[src/hw/fdl_params.svh]
// Constants for the low-battery and fault-status register bank.
// Assumes inclusion by every design file of the bank except fdl_pkg.
`ifndef FDL_PARAMS_SVH
`define FDL_PARAMS_SVH

`define FDL_ADDR_LB_CTRL 8'h0D
`define FDL_ADDR_LB_TIMER 8'h0E
`define FDL_ADDR_WDOG 8'h16
`define FDL_ADDR_FAULT_STATUS_ONE 8'h17
`define FDL_ADDR_STATUS2 8'h18
`define FDL_RST_LB_CTRL 8'h00
`define FDL_RST_LB_TIMER 8'h00
`define FDL_RST_WDOG 8'h00
`define FDL_BIT_BATTERY_GUARD_ENABLE 7
`define FDL_TH_MSB 6
`define FDL_TH_LSB 2
`define FDL_HYS_MSB 1
`define FDL_HYS_LSB 0
`define FDL_TH_MIN 5'h04
`define FDL_HYS_100 2'h0
`define FDL_HYS_200 2'h1
`define FDL_HYS_OFF 2'h3
`define FDL_TMR_250 2'h0
`define FDL_TMR_500 2'h1
`define FDL_BIT_GUARD_TRIG 7
`define FDL_CLK_MHZ 250
`define FDL_TMR_250_US_X1000 250
`define FDL_TMR_500_US_X1000 500
`define FDL_TMR_250_CYC (`FDL_TMR_250_US_X1000 * `FDL_CLK_MHZ)
`define FDL_TMR_500_CYC (`FDL_TMR_500_US_X1000 * `FDL_CLK_MHZ)
`define FDL_TMR_W 17

`endif

[src/hw/fdl_pkg.sv]
// Types for the low-battery and fault-status register bank.
// Assumes fdl_params.svh is on the include path.
package fdl_pkg;
    typedef enum logic [1:0] {
        FDL_GUARD_IDLE,
        FDL_GUARD_REDUCED,
        FDL_GUARD_RECOVER
    } fdl_guard_t;
endpackage

[src/hw/fdl_sticky.sv]
// Per-bit latched flag set by events, cleared by a register read.
// Assumes event and read strobes synchronous to mclk.
`timescale 1ns/1ns
`include "fdl_params.svh"
module fdl_sticky
    import fdl_pkg::*;
(
    input wire logic mclk, // System clock
    input wire logic sys_rst, // Async reset, active high
    input wire logic [7:0] event_in, // Fault condition levels
    input wire logic read_clr, // Register read strobe
    output logic [7:0] flags_q // Latched flags
);
    genvar i;
    generate
        for (i = 0; i < 8; i++) begin : g_bit
            // Set wins over the clear of a read
            always_ff @(posedge mclk or posedge sys_rst) begin
                if (sys_rst) begin
                    flags_q[i] <= 1'b0;
                end else if (event_in[i]) begin
                    flags_q[i] <= 1'b1;
                end else if (read_clr) begin
                    flags_q[i] <= 1'b0;
                end
            end
        end
    endgenerate

    a_sticky_set: assert property (@(posedge mclk) disable iff (sys_rst)
        |event_in |-> ##1 |flags_q) else $error("flag did not latch");
    a_sticky_clr: assert property (@(posedge mclk) disable iff (sys_rst)
        read_clr && !(|event_in) |-> ##1 flags_q == 8'h00) else $error("flag not cleared on read");
endmodule

[src/hw/fdl_regs.sv]
// Low-battery guard controls, watchdog restart and latched fault status.
// Assumes a register port synchronous to mclk, reads sampled from rd_data_q one cycle later.
`timescale 1ns/1ns
`include "fdl_params.svh"

// Functional notes
// - Guard runs only while enable bit set
// - Five-bit threshold; codes below 00100 unused (stored and driven on battery_guard_threshold unchanged)
// - Hysteresis 100/200mV; code 11 never restores
// - Recovery timer 0.250 or 0.500 ms
// - Kick bit restarts watchdog, self-clears after
// - Faults latch, clear on read, reassert
// - Bit 7 thermistor short fault
// - Bit 6 radio blank event
// - Bit 5 output window fault
// - Bit 4 die overtemperature
// - Bit 3 thermistor overheat trip
// - Bit 2 indicator LED fault
// - Bit 1 flash LED B fault
// - Bit 0 flash LED A fault
// - Reserved bits reset zero, no function
// - Separate flag records guard triggering
module fdl_regs
    import fdl_pkg::*;
(
    input wire logic mclk, // System clock
    input wire logic sys_rst, // Async reset, active high
    input wire logic reg_wr, // Register write strobe
    input wire logic reg_rd, // Register read strobe
    input wire logic [7:0] reg_addr, // Register address
    input wire logic [7:0] reg_wdata, // Write data
    output logic [7:0] rd_data_q, // Read data
    input wire logic batt_below_th, // Battery under threshold
    input wire logic batt_above_hys, // Battery above threshold plus hysteresis
    input wire logic wdog_restart_done, // Watchdog acknowledges restart
    input wire logic thermistor_short_fault, // Thermistor short condition
    input wire logic radio_blank_event, // Radio blank condition
    input wire logic output_window_fault, // Converter out of window
    input wire logic die_overtemp, // Die overtemperature
    input wire logic thermistor_overheat_flag, // Thermistor trip
    input wire logic indicator_led_fault, // Indicator LED fault
    input wire logic flash_led_b_fault, // Flash LED B fault
    input wire logic flash_led_a_fault, // Flash LED A fault
    output logic battery_guard_enable, // Guard enabled
    output logic [4:0] battery_guard_threshold, // Threshold code
    output logic [1:0] battery_guard_hysteresis, // Hysteresis code
    output logic [1:0] battery_guard_recovery_time, // Recovery timer code
    output logic watchdog_kick_bit, // Watchdog restart request
    output logic flash_reduce_q // Flash current reduced
);
    logic [7:0] lb_ctrl_q;
    logic [1:0] battery_guard_recovery_time_q;
    logic kick_q;
    logic [7:0] fault_flags;
    logic [7:0] fault_events;
    logic guard_trig_q;
    logic guard_trig_pulse;
    fdl_guard_t guard_q;
    logic [`FDL_TMR_W-1:0] tmr_cnt_q;
    logic [`FDL_TMR_W-1:0] tmr_limit;
    logic rd_fault_status_one;
    logic rd_status2;

    assign rd_fault_status_one = reg_rd && (reg_addr == `FDL_ADDR_FAULT_STATUS_ONE);
    assign rd_status2 = reg_rd && (reg_addr == `FDL_ADDR_STATUS2);

    ////////////////////////////////////////////////////////////////////////
    // Control registers
    always_ff @(posedge mclk or posedge sys_rst) begin
        if (sys_rst) begin
            lb_ctrl_q <= `FDL_RST_LB_CTRL;
        end else if (reg_wr && reg_addr == `FDL_ADDR_LB_CTRL) begin
            lb_ctrl_q <= reg_wdata;
        end
    end

    always_ff @(posedge mclk or posedge sys_rst) begin
        if (sys_rst) begin
            battery_guard_recovery_time_q <= 2'h0;
        end else if (reg_wr && reg_addr == `FDL_ADDR_LB_TIMER) begin
            battery_guard_recovery_time_q <= reg_wdata[1:0];
        end
    end

    // Kick stays set until the watchdog confirms the restart
    always_ff @(posedge mclk or posedge sys_rst) begin
        if (sys_rst) begin
            kick_q <= 1'b0;
        end else if (reg_wr && reg_addr == `FDL_ADDR_WDOG && reg_wdata[0]) begin
            kick_q <= 1'b1;
        end else if (wdog_restart_done) begin
            kick_q <= 1'b0;
        end
    end

    assign battery_guard_enable = lb_ctrl_q[`FDL_BIT_BATTERY_GUARD_ENABLE];
    assign battery_guard_threshold = lb_ctrl_q[`FDL_TH_MSB:`FDL_TH_LSB];
    assign battery_guard_hysteresis = lb_ctrl_q[`FDL_HYS_MSB:`FDL_HYS_LSB];
    assign battery_guard_recovery_time = battery_guard_recovery_time_q;
    assign watchdog_kick_bit = kick_q;

    ////////////////////////////////////////////////////////////////////////
    // Battery guard
    // Reserved timer codes fall back to the longer duration
    assign tmr_limit = (battery_guard_recovery_time_q == `FDL_TMR_250) ? `FDL_TMR_W'(`FDL_TMR_250_CYC - 1)
                                                  : `FDL_TMR_W'(`FDL_TMR_500_CYC - 1);

    always_ff @(posedge mclk or posedge sys_rst) begin
        if (sys_rst) begin
            guard_q <= FDL_GUARD_IDLE;
            tmr_cnt_q <= '0;
        end else if (!battery_guard_enable) begin
            guard_q <= FDL_GUARD_IDLE;
            tmr_cnt_q <= '0;
        end else begin
            unique case (guard_q)
                FDL_GUARD_IDLE: begin
                    if (batt_below_th) begin
                        guard_q <= FDL_GUARD_REDUCED;
                    end
                end
                FDL_GUARD_REDUCED: begin
                    tmr_cnt_q <= '0;
                    if (batt_above_hys && battery_guard_hysteresis != `FDL_HYS_OFF) begin
                        guard_q <= FDL_GUARD_RECOVER;
                    end
                end
                FDL_GUARD_RECOVER: begin
                    if (!batt_above_hys) begin
                        guard_q <= FDL_GUARD_REDUCED;
                    end else if (tmr_cnt_q >= tmr_limit) begin
                        // Also ends a wait cut short by a shorter timer code
                        guard_q <= FDL_GUARD_IDLE;
                    end else begin
                        tmr_cnt_q <= tmr_cnt_q + `FDL_TMR_W'(1);
                    end
                end
                default: guard_q <= FDL_GUARD_IDLE;
            endcase
        end
    end

    always_ff @(posedge mclk or posedge sys_rst) begin
        if (sys_rst) begin
            flash_reduce_q <= 1'b0;
        end else begin
            flash_reduce_q <= battery_guard_enable && (guard_q != FDL_GUARD_IDLE);
        end
    end

    assign guard_trig_pulse = battery_guard_enable && guard_q == FDL_GUARD_IDLE && batt_below_th;

    always_ff @(posedge mclk or posedge sys_rst) begin
        if (sys_rst) begin
            guard_trig_q <= 1'b0;
        end else if (guard_trig_pulse) begin
            guard_trig_q <= 1'b1;
        end else if (rd_status2) begin
            guard_trig_q <= 1'b0;
        end
    end

    ////////////////////////////////////////////////////////////////////////
    // Fault status
    assign fault_events = {thermistor_short_fault,
                           radio_blank_event,
                           output_window_fault,
                           die_overtemp,
                           thermistor_overheat_flag,
                           indicator_led_fault,
                           flash_led_b_fault,
                           flash_led_a_fault};

    fdl_sticky u_fault_status_one (
        .mclk(mclk),
        .sys_rst(sys_rst),
        .event_in(fault_events),
        .read_clr(rd_fault_status_one),
        .flags_q(fault_flags)
    );

    ////////////////////////////////////////////////////////////////////////
    // Read port
    always_ff @(posedge mclk or posedge sys_rst) begin
        if (sys_rst) begin
            rd_data_q <= 8'h00;
        end else if (reg_rd) begin
            unique case (reg_addr)
                `FDL_ADDR_LB_CTRL: rd_data_q <= lb_ctrl_q;
                `FDL_ADDR_LB_TIMER: rd_data_q <= {6'h00, battery_guard_recovery_time_q};
                `FDL_ADDR_WDOG: rd_data_q <= {7'h00, kick_q};
                `FDL_ADDR_FAULT_STATUS_ONE: rd_data_q <= fault_flags;
                `FDL_ADDR_STATUS2: rd_data_q <= {guard_trig_q, 7'h00};
                default: rd_data_q <= 8'h00;
            endcase
        end
    end

    ////////////////////////////////////////////////////////////////////////
    // Checks
    a_guard_enable: assert property (@(posedge mclk) disable iff (sys_rst)
        !battery_guard_enable |-> ##1 !flash_reduce_q) else $error("reduce while disabled");
    a_guard_trigger: assert property (@(posedge mclk) disable iff (sys_rst)
        guard_trig_pulse |-> ##2 flash_reduce_q) else $error("no reduction below threshold");
    a_hys_off_hold: assert property (@(posedge mclk) disable iff (sys_rst)
        guard_q == FDL_GUARD_REDUCED && battery_guard_hysteresis == `FDL_HYS_OFF && battery_guard_enable
        |=> guard_q == FDL_GUARD_REDUCED) else $error("restored with hysteresis off");
    a_recover_time: assert property (@(posedge mclk) disable iff (sys_rst)
        (guard_q == FDL_GUARD_RECOVER && battery_guard_enable ##1 guard_q == FDL_GUARD_IDLE)
        |-> $past(tmr_cnt_q) >= $past(tmr_limit)) else $error("recovery too short");
    a_kick_set: assert property (@(posedge mclk) disable iff (sys_rst)
        reg_wr && reg_addr == `FDL_ADDR_WDOG && reg_wdata[0] |=> watchdog_kick_bit) else $error("kick lost");
    a_kick_clear: assert property (@(posedge mclk) disable iff (sys_rst)
        wdog_restart_done && !(reg_wr && reg_addr == `FDL_ADDR_WDOG) |=> !watchdog_kick_bit)
        else $error("kick not cleared");
    a_status_read: assert property (@(posedge mclk) disable iff (sys_rst)
        rd_fault_status_one |=> rd_data_q == $past(fault_flags)) else $error("status read mismatch");
    a_reserved_zero: assert property (@(posedge mclk) disable iff (sys_rst)
        reg_rd && reg_addr == `FDL_ADDR_LB_TIMER |=> rd_data_q[7:2] == 6'h00) else $error("reserved set");
    a_trig_flag: assert property (@(posedge mclk) disable iff (sys_rst)
        guard_trig_pulse |=> guard_trig_q) else $error("trigger flag missed");
    a_fault_sets: assert property (@(posedge mclk) disable iff (sys_rst)
        flash_led_a_fault |=> fault_flags[0]) else $error("fault A not latched");

    ////////////////////////////////////////////////////////////////////////
    // Status bit latching, one check per fault source for bits 7 to 1; bit 0 is checked by a_fault_sets above
    a_fault_short: assert property (@(posedge mclk) disable iff (sys_rst)
        thermistor_short_fault |=> fault_flags[7])
        else $error("thermistor short not latched");
    a_fault_radio: assert property (@(posedge mclk) disable iff (sys_rst)
        radio_blank_event |=> fault_flags[6])
        else $error("radio blank not latched");
    a_fault_window: assert property (@(posedge mclk) disable iff (sys_rst)
        output_window_fault |=> fault_flags[5])
        else $error("window fault not latched");
    a_fault_overtemp: assert property (@(posedge mclk) disable iff (sys_rst)
        die_overtemp |=> fault_flags[4])
        else $error("overtemp not latched");
    a_fault_overheat: assert property (@(posedge mclk) disable iff (sys_rst)
        thermistor_overheat_flag |=> fault_flags[3])
        else $error("thermistor trip not latched");
    a_fault_indicator: assert property (@(posedge mclk) disable iff (sys_rst)
        indicator_led_fault |=> fault_flags[2])
        else $error("indicator fault not latched");
    a_fault_ledb: assert property (@(posedge mclk) disable iff (sys_rst)
        flash_led_b_fault |=> fault_flags[1])
        else $error("fault B not latched");

    ////////////////////////////////////////////////////////////////////////
    // Register and guard behaviour
    a_status_reread: assert property (@(posedge mclk) disable iff (sys_rst)
        rd_fault_status_one |=> fault_flags == $past(fault_events))
        else $error("flags after read wrong");
    a_kick_reserved: assert property (@(posedge mclk) disable iff (sys_rst)
        reg_rd && reg_addr == `FDL_ADDR_WDOG |=> rd_data_q[7:1] == 7'h00)
        else $error("kick reserved set");
    a_ctrl_write: assert property (@(posedge mclk) disable iff (sys_rst)
        reg_wr && reg_addr == `FDL_ADDR_LB_CTRL |=> lb_ctrl_q == $past(reg_wdata))
        else $error("control write lost");
    a_timer_write: assert property (@(posedge mclk) disable iff (sys_rst)
        reg_wr && reg_addr == `FDL_ADDR_LB_TIMER |=> battery_guard_recovery_time_q == $past(reg_wdata[1:0]))
        else $error("timer write lost");
    a_trig_clear: assert property (@(posedge mclk) disable iff (sys_rst)
        rd_status2 && !guard_trig_pulse |=> !guard_trig_q)
        else $error("trigger flag not cleared");
    a_recover_abort: assert property (@(posedge mclk) disable iff (sys_rst)
        guard_q == FDL_GUARD_RECOVER && battery_guard_enable && !batt_above_hys
        |=> guard_q == FDL_GUARD_REDUCED)
        else $error("recovery not aborted");
    a_enable_idle: assert property (@(posedge mclk) disable iff (sys_rst)
        !battery_guard_enable |=> guard_q == FDL_GUARD_IDLE)
        else $error("guard active while disabled");

    c_guard_cycle: cover property (@(posedge mclk) disable iff (sys_rst)
        guard_q == FDL_GUARD_RECOVER ##1 guard_q == FDL_GUARD_IDLE);
    c_status_clear: cover property (@(posedge mclk) disable iff (sys_rst)
        rd_fault_status_one && |fault_flags);
    c_kick: cover property (@(posedge mclk) disable iff (sys_rst) watchdog_kick_bit ##1 !watchdog_kick_bit);
    c_hys_off: cover property (@(posedge mclk) disable iff (sys_rst)
        guard_q == FDL_GUARD_REDUCED && batt_above_hys && battery_guard_hysteresis == `FDL_HYS_OFF);
endmodule

[config.mk]
export PLATFORM = sky130hd
export DESIGN_NAME = fdl_regs
export DESIGN_NICKNAME = d
export VERILOG_FILES = /design/src/hw/fdl_pkg.sv /design/src/hw/fdl_sticky.sv /design/src/hw/fdl_regs.sv
export VERILOG_INCLUDE_DIRS = /design/src /design/src/hw
export SDC_FILE = /design/constraint.sdc
export NUM_CORES = 1
export LEC_CHECK = 0
export ABC_CLOCK_PERIOD_IN_PS = 4800
export BUFFER_PORTS_ARGS = -buffer_cell sky130_fd_sc_hd__clkbuf_2
export CELL_PAD_IN_SITES_DETAIL_PLACEMENT = 1
export CELL_PAD_IN_SITES_GLOBAL_PLACEMENT = 1
export CORE_ASPECT_RATIO = 1.4
export CORE_UTILIZATION = 35
export DETAILED_ROUTE_END_ITERATION = 12
export PLACE_DENSITY_LB_ADDON = 0.1
export SYNTH_ARGS = -nofsm -noshare
export SYNTH_HDL_FRONTEND = slang
export SYNTH_SLANG_ARGS = --single-unit
[constraint.sdc]
create_clock -name mclk -period 4.8 [get_ports mclk]
set_clock_uncertainty 0.05 [all_clocks]
set_input_delay 0.96 -clock mclk [delete_from_list [all_inputs] [get_ports mclk]]
set_output_delay 0.96 -clock mclk [all_outputs]
set_load 0.02 [all_outputs]
* Yosys cells after proc, flatten, opt, wreduce, memory -nomap -nowiden *
Cells that the tools add are included.

storage, ports and cells
  input port bits = 31
  logic and storage cells = 82
  RAM bits = 0
  memory bits (read-only) = 0
  output and inout port bits = 20
  register bits after elaboration = 48
  bits in latches = 0
  memories kept = 0

operators by class
  multipliers = 0
  bitwise operators = 0
  shift-type cells = 0
  $add $sub $neg = 1
  equality and inequality tests = 14
  reduce and logical (&&, ||, !) cells = 25
  multiplexer cells = 25
  magnitude comparators = 1
  div/mod/pow operators = 0

operators by type and width
  operator                                                                  number
  17-bit 2-to-1 mux                                                         4
  8-bit one-hot mux with 5 select lines                                     1
  17-bit one-hot mux with 2 select lines                                    1
  8-bit by 5-bit == test with 1-bit output (second input constant)          3
  2-bit nonzero test                                                        11
  17-bit by 1-bit adder with 17-bit output (second input constant)          1
  17-bit greater-or-equal comparator                                        1
  8-bit by 4-bit == test with 1-bit output (second input constant)          2
  1-bit 2-to-1 mux                                                          13
  3-bit inequality test (second input constant)                             4
  1-bit logical AND                                                         10
  2-bit 2-to-1 mux                                                          5
  2-bit one-hot mux with 3 select lines                                     1
  3-bit AND reduction                                                       2
  2-bit logical NOT                                                         2
  4-bit inequality test (second input constant)                             1
  3-bit by 1-bit inequality test with 1-bit output (second input constant)  1
  2-bit by 1-bit == test with 1-bit output (second input constant)          1
  2-bit == test (second input constant)                                     1
  2-bit inequality test (second input constant)                             1

* Logic depth before layout (Yosys ltp) *
  depth after elaboration = 7
  gate-level depth with buffers = 11
  mapped depth without buffers = 9

* Hierarchy *
A second synthesis with hierarchy kept.

second synthesis, totals
  cells, all modules = 243
  area total of the unflattened synthesis = 2459.9 um2

modules (own cells, without submodules)
  module      area each (um2)  times used  sequential area each (um2)  cells each
  fdl_regs    2192.1           1           1001.0                      225
  fdl_sticky  267.8            1           200.2                       18

* Least setup slack after synthesis *
Ideal clock, no wire load.

  kind = input-to-reg
  from = input batt_above_hys
  to = register tmr_cnt_q[14]
  cell stages on the path = 8
  path slack = 2.299 ns
  arrival time = 2.310 ns
  path through = and4_1 > and3_1 > buf_2 > and3_1 > clkbuf_1 > a31oi_1 > o31ai_1 > o31ai_4

between the ends
  word-level cells in the longest chain between the ends = 2

ends and longest elaborated chain
  element                                 line             text
  start: declaration                      fdl_regs.sv:34   input wire logic batt_above_hys,
  3-bit inequality test (no source line)  n/a
  3-bit AND reduction (no source line)    n/a
  end signal: assignment                  fdl_regs.sv:135  tmr_cnt_q <= tmr_cnt_q + `FDL_TMR_W'(1);
  end: declaration                        fdl_regs.sv:59   logic [`FDL_TMR_W-1:0] tmr_cnt_q;

Every way passes these cells.
A chain may end at the register's enable or synchronous reset.

==> metrics.cfg <==
[synth]
synth_warnings=0
syn_area_per_cell_um2=10.3
synth-xor-area-share_pct=0
syn_inst=248
syn-num-nets=283
syn_area_um2=2560
ys_top_cells_by_area=dfrtp_1 (47%), o31ai_1 (6.7%), mux2_2 (4.4%)
yosys.area_share.simple_pct=15.9
synth_top_family_by_area=compound AO/OA/AOI/OAI gates
synth_top_area_share_pct=46.9
yosys.area.top_type=dfrtp_1
synth_seq_area_share_pct=46.9
synth_adder_area_share_pct=2.39
synth.area.mux_share_pct=4.40
synth-compound-area-share_pct=26.6
synth_cell_types=47
yosys_register_bits=48

[die]
die_h_um=103
start_util_pct=36.4
dieArea_um2=7660
dieWidth_um=74.3
row_count=36
core_um2=7030
io_pins=51

[place]
place_area_um2=2860
place.gp.congestion=0.815
port_buffers=50
dp_hpwl_um=4670

[global_routing]
grt_overflow=0
grt_pass1_vias=2246
grt_pass1_wl_um=11000
grt_start_max_net_pins=49
antenna_found_initial=0
track_usage_pct=19.1

[final_layout]
register_area_um2=1200
fin_area_um2=2980
drive_gt1_share_pct=28.4
fin_nets=326
final_cell_mix=clkbuf_2 (50), dfrtp_1 (48), o31ai_1 (23)
n_antenna_cell=0
syn_to_final_growth_pct=16.3
final_common_cell=clkbuf_2
nFillCells=825
multi_input_area_um2=1260

[drt]
first_iter_violations=146
vias=2133
drtPass1Iterations=4
wl_per_cell_um=17.1
drt-total-wl_um=6620
ant_nets=0
post-route-drc-count=0
via_per_inst=5.51

[critical_path]
reg2reg_slack_ps=1650
path_max_fanout=19
r2r_start=battery_guard_recovery_time[0]$_DFFE_PP0P_
required_ps=4920
cp.arrival_ps=3270
r2r_cells=8
worstSetupEndpointType=register
path_class=reg -> reg
cp-start-kind=register
reg2reg_to=tmr_cnt_q[1]$_DFFE_PP0P_

[sta]
period_needed_ps=3150
timing.fmax_mhz=317
setup_viol_count_final=0
rsz0062_at_grt=false
slew_headroom_pct=29.6
tightest_slew_ps=1050
final.period_utilization_pct=65.6
maxSlewViolCount=0
fin_tns_setup_ps=0
hold_viol=0

[min_path]
whs_path_depth=1
hold_start=u_fault_status_one.flags_q[5]$_DFFE_PP0P_
hold_end=u_fault_status_one.flags_q[5]$_DFFE_PP0P_
hold_class=reg -> reg

[clock_tree]
cts_resized=0
cts_made_buffers=5
cts_tree=yes
path_clk_slew_ps=100
clock-sinks=48
htree_levels=2
hold_buffers=0
root_buffer=clkbuf_8
clockBufferDepth=2
clock_latency_ps=310
cts_post_setup_buffers_inserted=0

[run_status]
status=complete, no violations

[power_and_ir_drop]
power_density_nw_per_um2=273
peakVddDrop_uv=143
power_leakage_nw=1.39

[run]
drv_cap=0

## worst max-delay path, cell delays in order, from the launching register on
cell and delay (ps):
dfrtp_1 450, nor2_4 220, inv_2 90, ha_1 350, a41oi_2 130, o2111a_2 290
a21oi_4 470, or3_1 770, o21ai_1 170
## cell usage after synthesis, drive strengths merged
| master | number |
|---|---|
| o21ai | 9 |
| nand3 | 9 |
| o211ai | 1 |
| nand4 | 4 |
| nand2 | 17 |
| nor4b | 1 |
| and2 | 3 |
| a31oi | 7 |
| a32o | 1 |
| o41ai | 1 |
| o22ai | 1 |
| dfrtp | 48 |
| nor2 | 18 |
| and4b | 2 |
| ha | 4 |
| nor4 | 1 |
| inv | 6 |
| o31ai | 27 |
| a21oi | 15 |
| a22oi | 7 |
| and4 | 3 |
| o311ai | 1 |
| a211o | 1 |
| a21o | 9 |
| nand2b | 4 |
| a22o | 2 |
| or3 | 2 |
| o221ai | 1 |
| and3 | 6 |
| nor2b | 4 |
| nor3 | 3 |
| a41oi | 2 |
| clkbuf | 11 |
| buf | 4 |
| a222oi | 1 |
| mux2 | 10 |
| maj3 | 1 |
| o2111a | 1 |
## routing by layer
metal,part of all wire [%],global-route usage [%]
met5,0,0
met2,51,32.9
met1,44,23.5
met3,3.4,3.39
met4,1.7,7.26
## layout make-up
cell class              count  area share (%)
clock buffers               5            2.31
clock inverters             3            1.55
inverters                   6           0.756
multi-input cells         179            42.4
flip-flops and latches     48            40.3
well taps                  95            3.99
repair buffers             51            8.66
## kinds of logic (layout without fill, tap and decap cells)
logic type / count (synthesis) / count (layout)
buffers and inverters: 21 / 65
multiplexers: 10 / 10
AO/OA/AOI/OAI: 87 / 87
flip-flops: 48 / 48
adder cells (fa/ha/maj): 5 / 5
AND/OR/NAND/NOR: 77 / 77
## power by group
group | switching [mW] | internal [mW]
logic | 0.0453 | 0.0279
registers | 0.00994 | 0.416
clock network | 0.156 | 0.157
## registers in the layout, summed over array words and instances, names as in the netlist
signal,flops
battery_guard_recovery_time,2
flash_reduce_q,1
guard_q,2
guard_trig_q,1
lb_ctrl_q,8
rd_data_q,8
tmr_cnt_q,17
u_fault_status_one.flags_q,8
watchdog_kick_bit,1
## metrics by stage
stage	utilization, %	setup WS (ps)	hold WS [ps]	total power [mW]	std cells
floorplan	-	2240	400	0.475	248
global placement	40.7	1680	410	0.508	379
detailed placement	40.7	1630	419	0.509	379
CTS	42.4	1620	442	0.824	387
global route	42.4	1480	459	0.850	387
finish	42.4	1650	437	0.812	387
## worst max-delay path by stage
stage                                               start                        end  cells past startpoint  slack, ps
2_1_floorplan  battery_guard_recovery_time[0]$_DFFE_PP0P_  tmr_cnt_q[14]$_DFFE_PP0P_                     10       2240
3_3_place_gp   battery_guard_recovery_time[0]$_DFFE_PP0P_   tmr_cnt_q[9]$_DFFE_PP0P_                      8       1680
3_5_place_dp   battery_guard_recovery_time[0]$_DFFE_PP0P_   tmr_cnt_q[0]$_DFFE_PP0P_                      8       1630
4_1_cts        battery_guard_recovery_time[0]$_DFFE_PP0P_   tmr_cnt_q[0]$_DFFE_PP0P_                      8       1620
5_1_grt        battery_guard_recovery_time[0]$_DFFE_PP0P_   tmr_cnt_q[6]$_DFFE_PP0P_                      8       1480
6_report       battery_guard_recovery_time[0]$_DFFE_PP0P_   tmr_cnt_q[1]$_DFFE_PP0P_                      8       1650
Power figures use the tool's default switching activity.
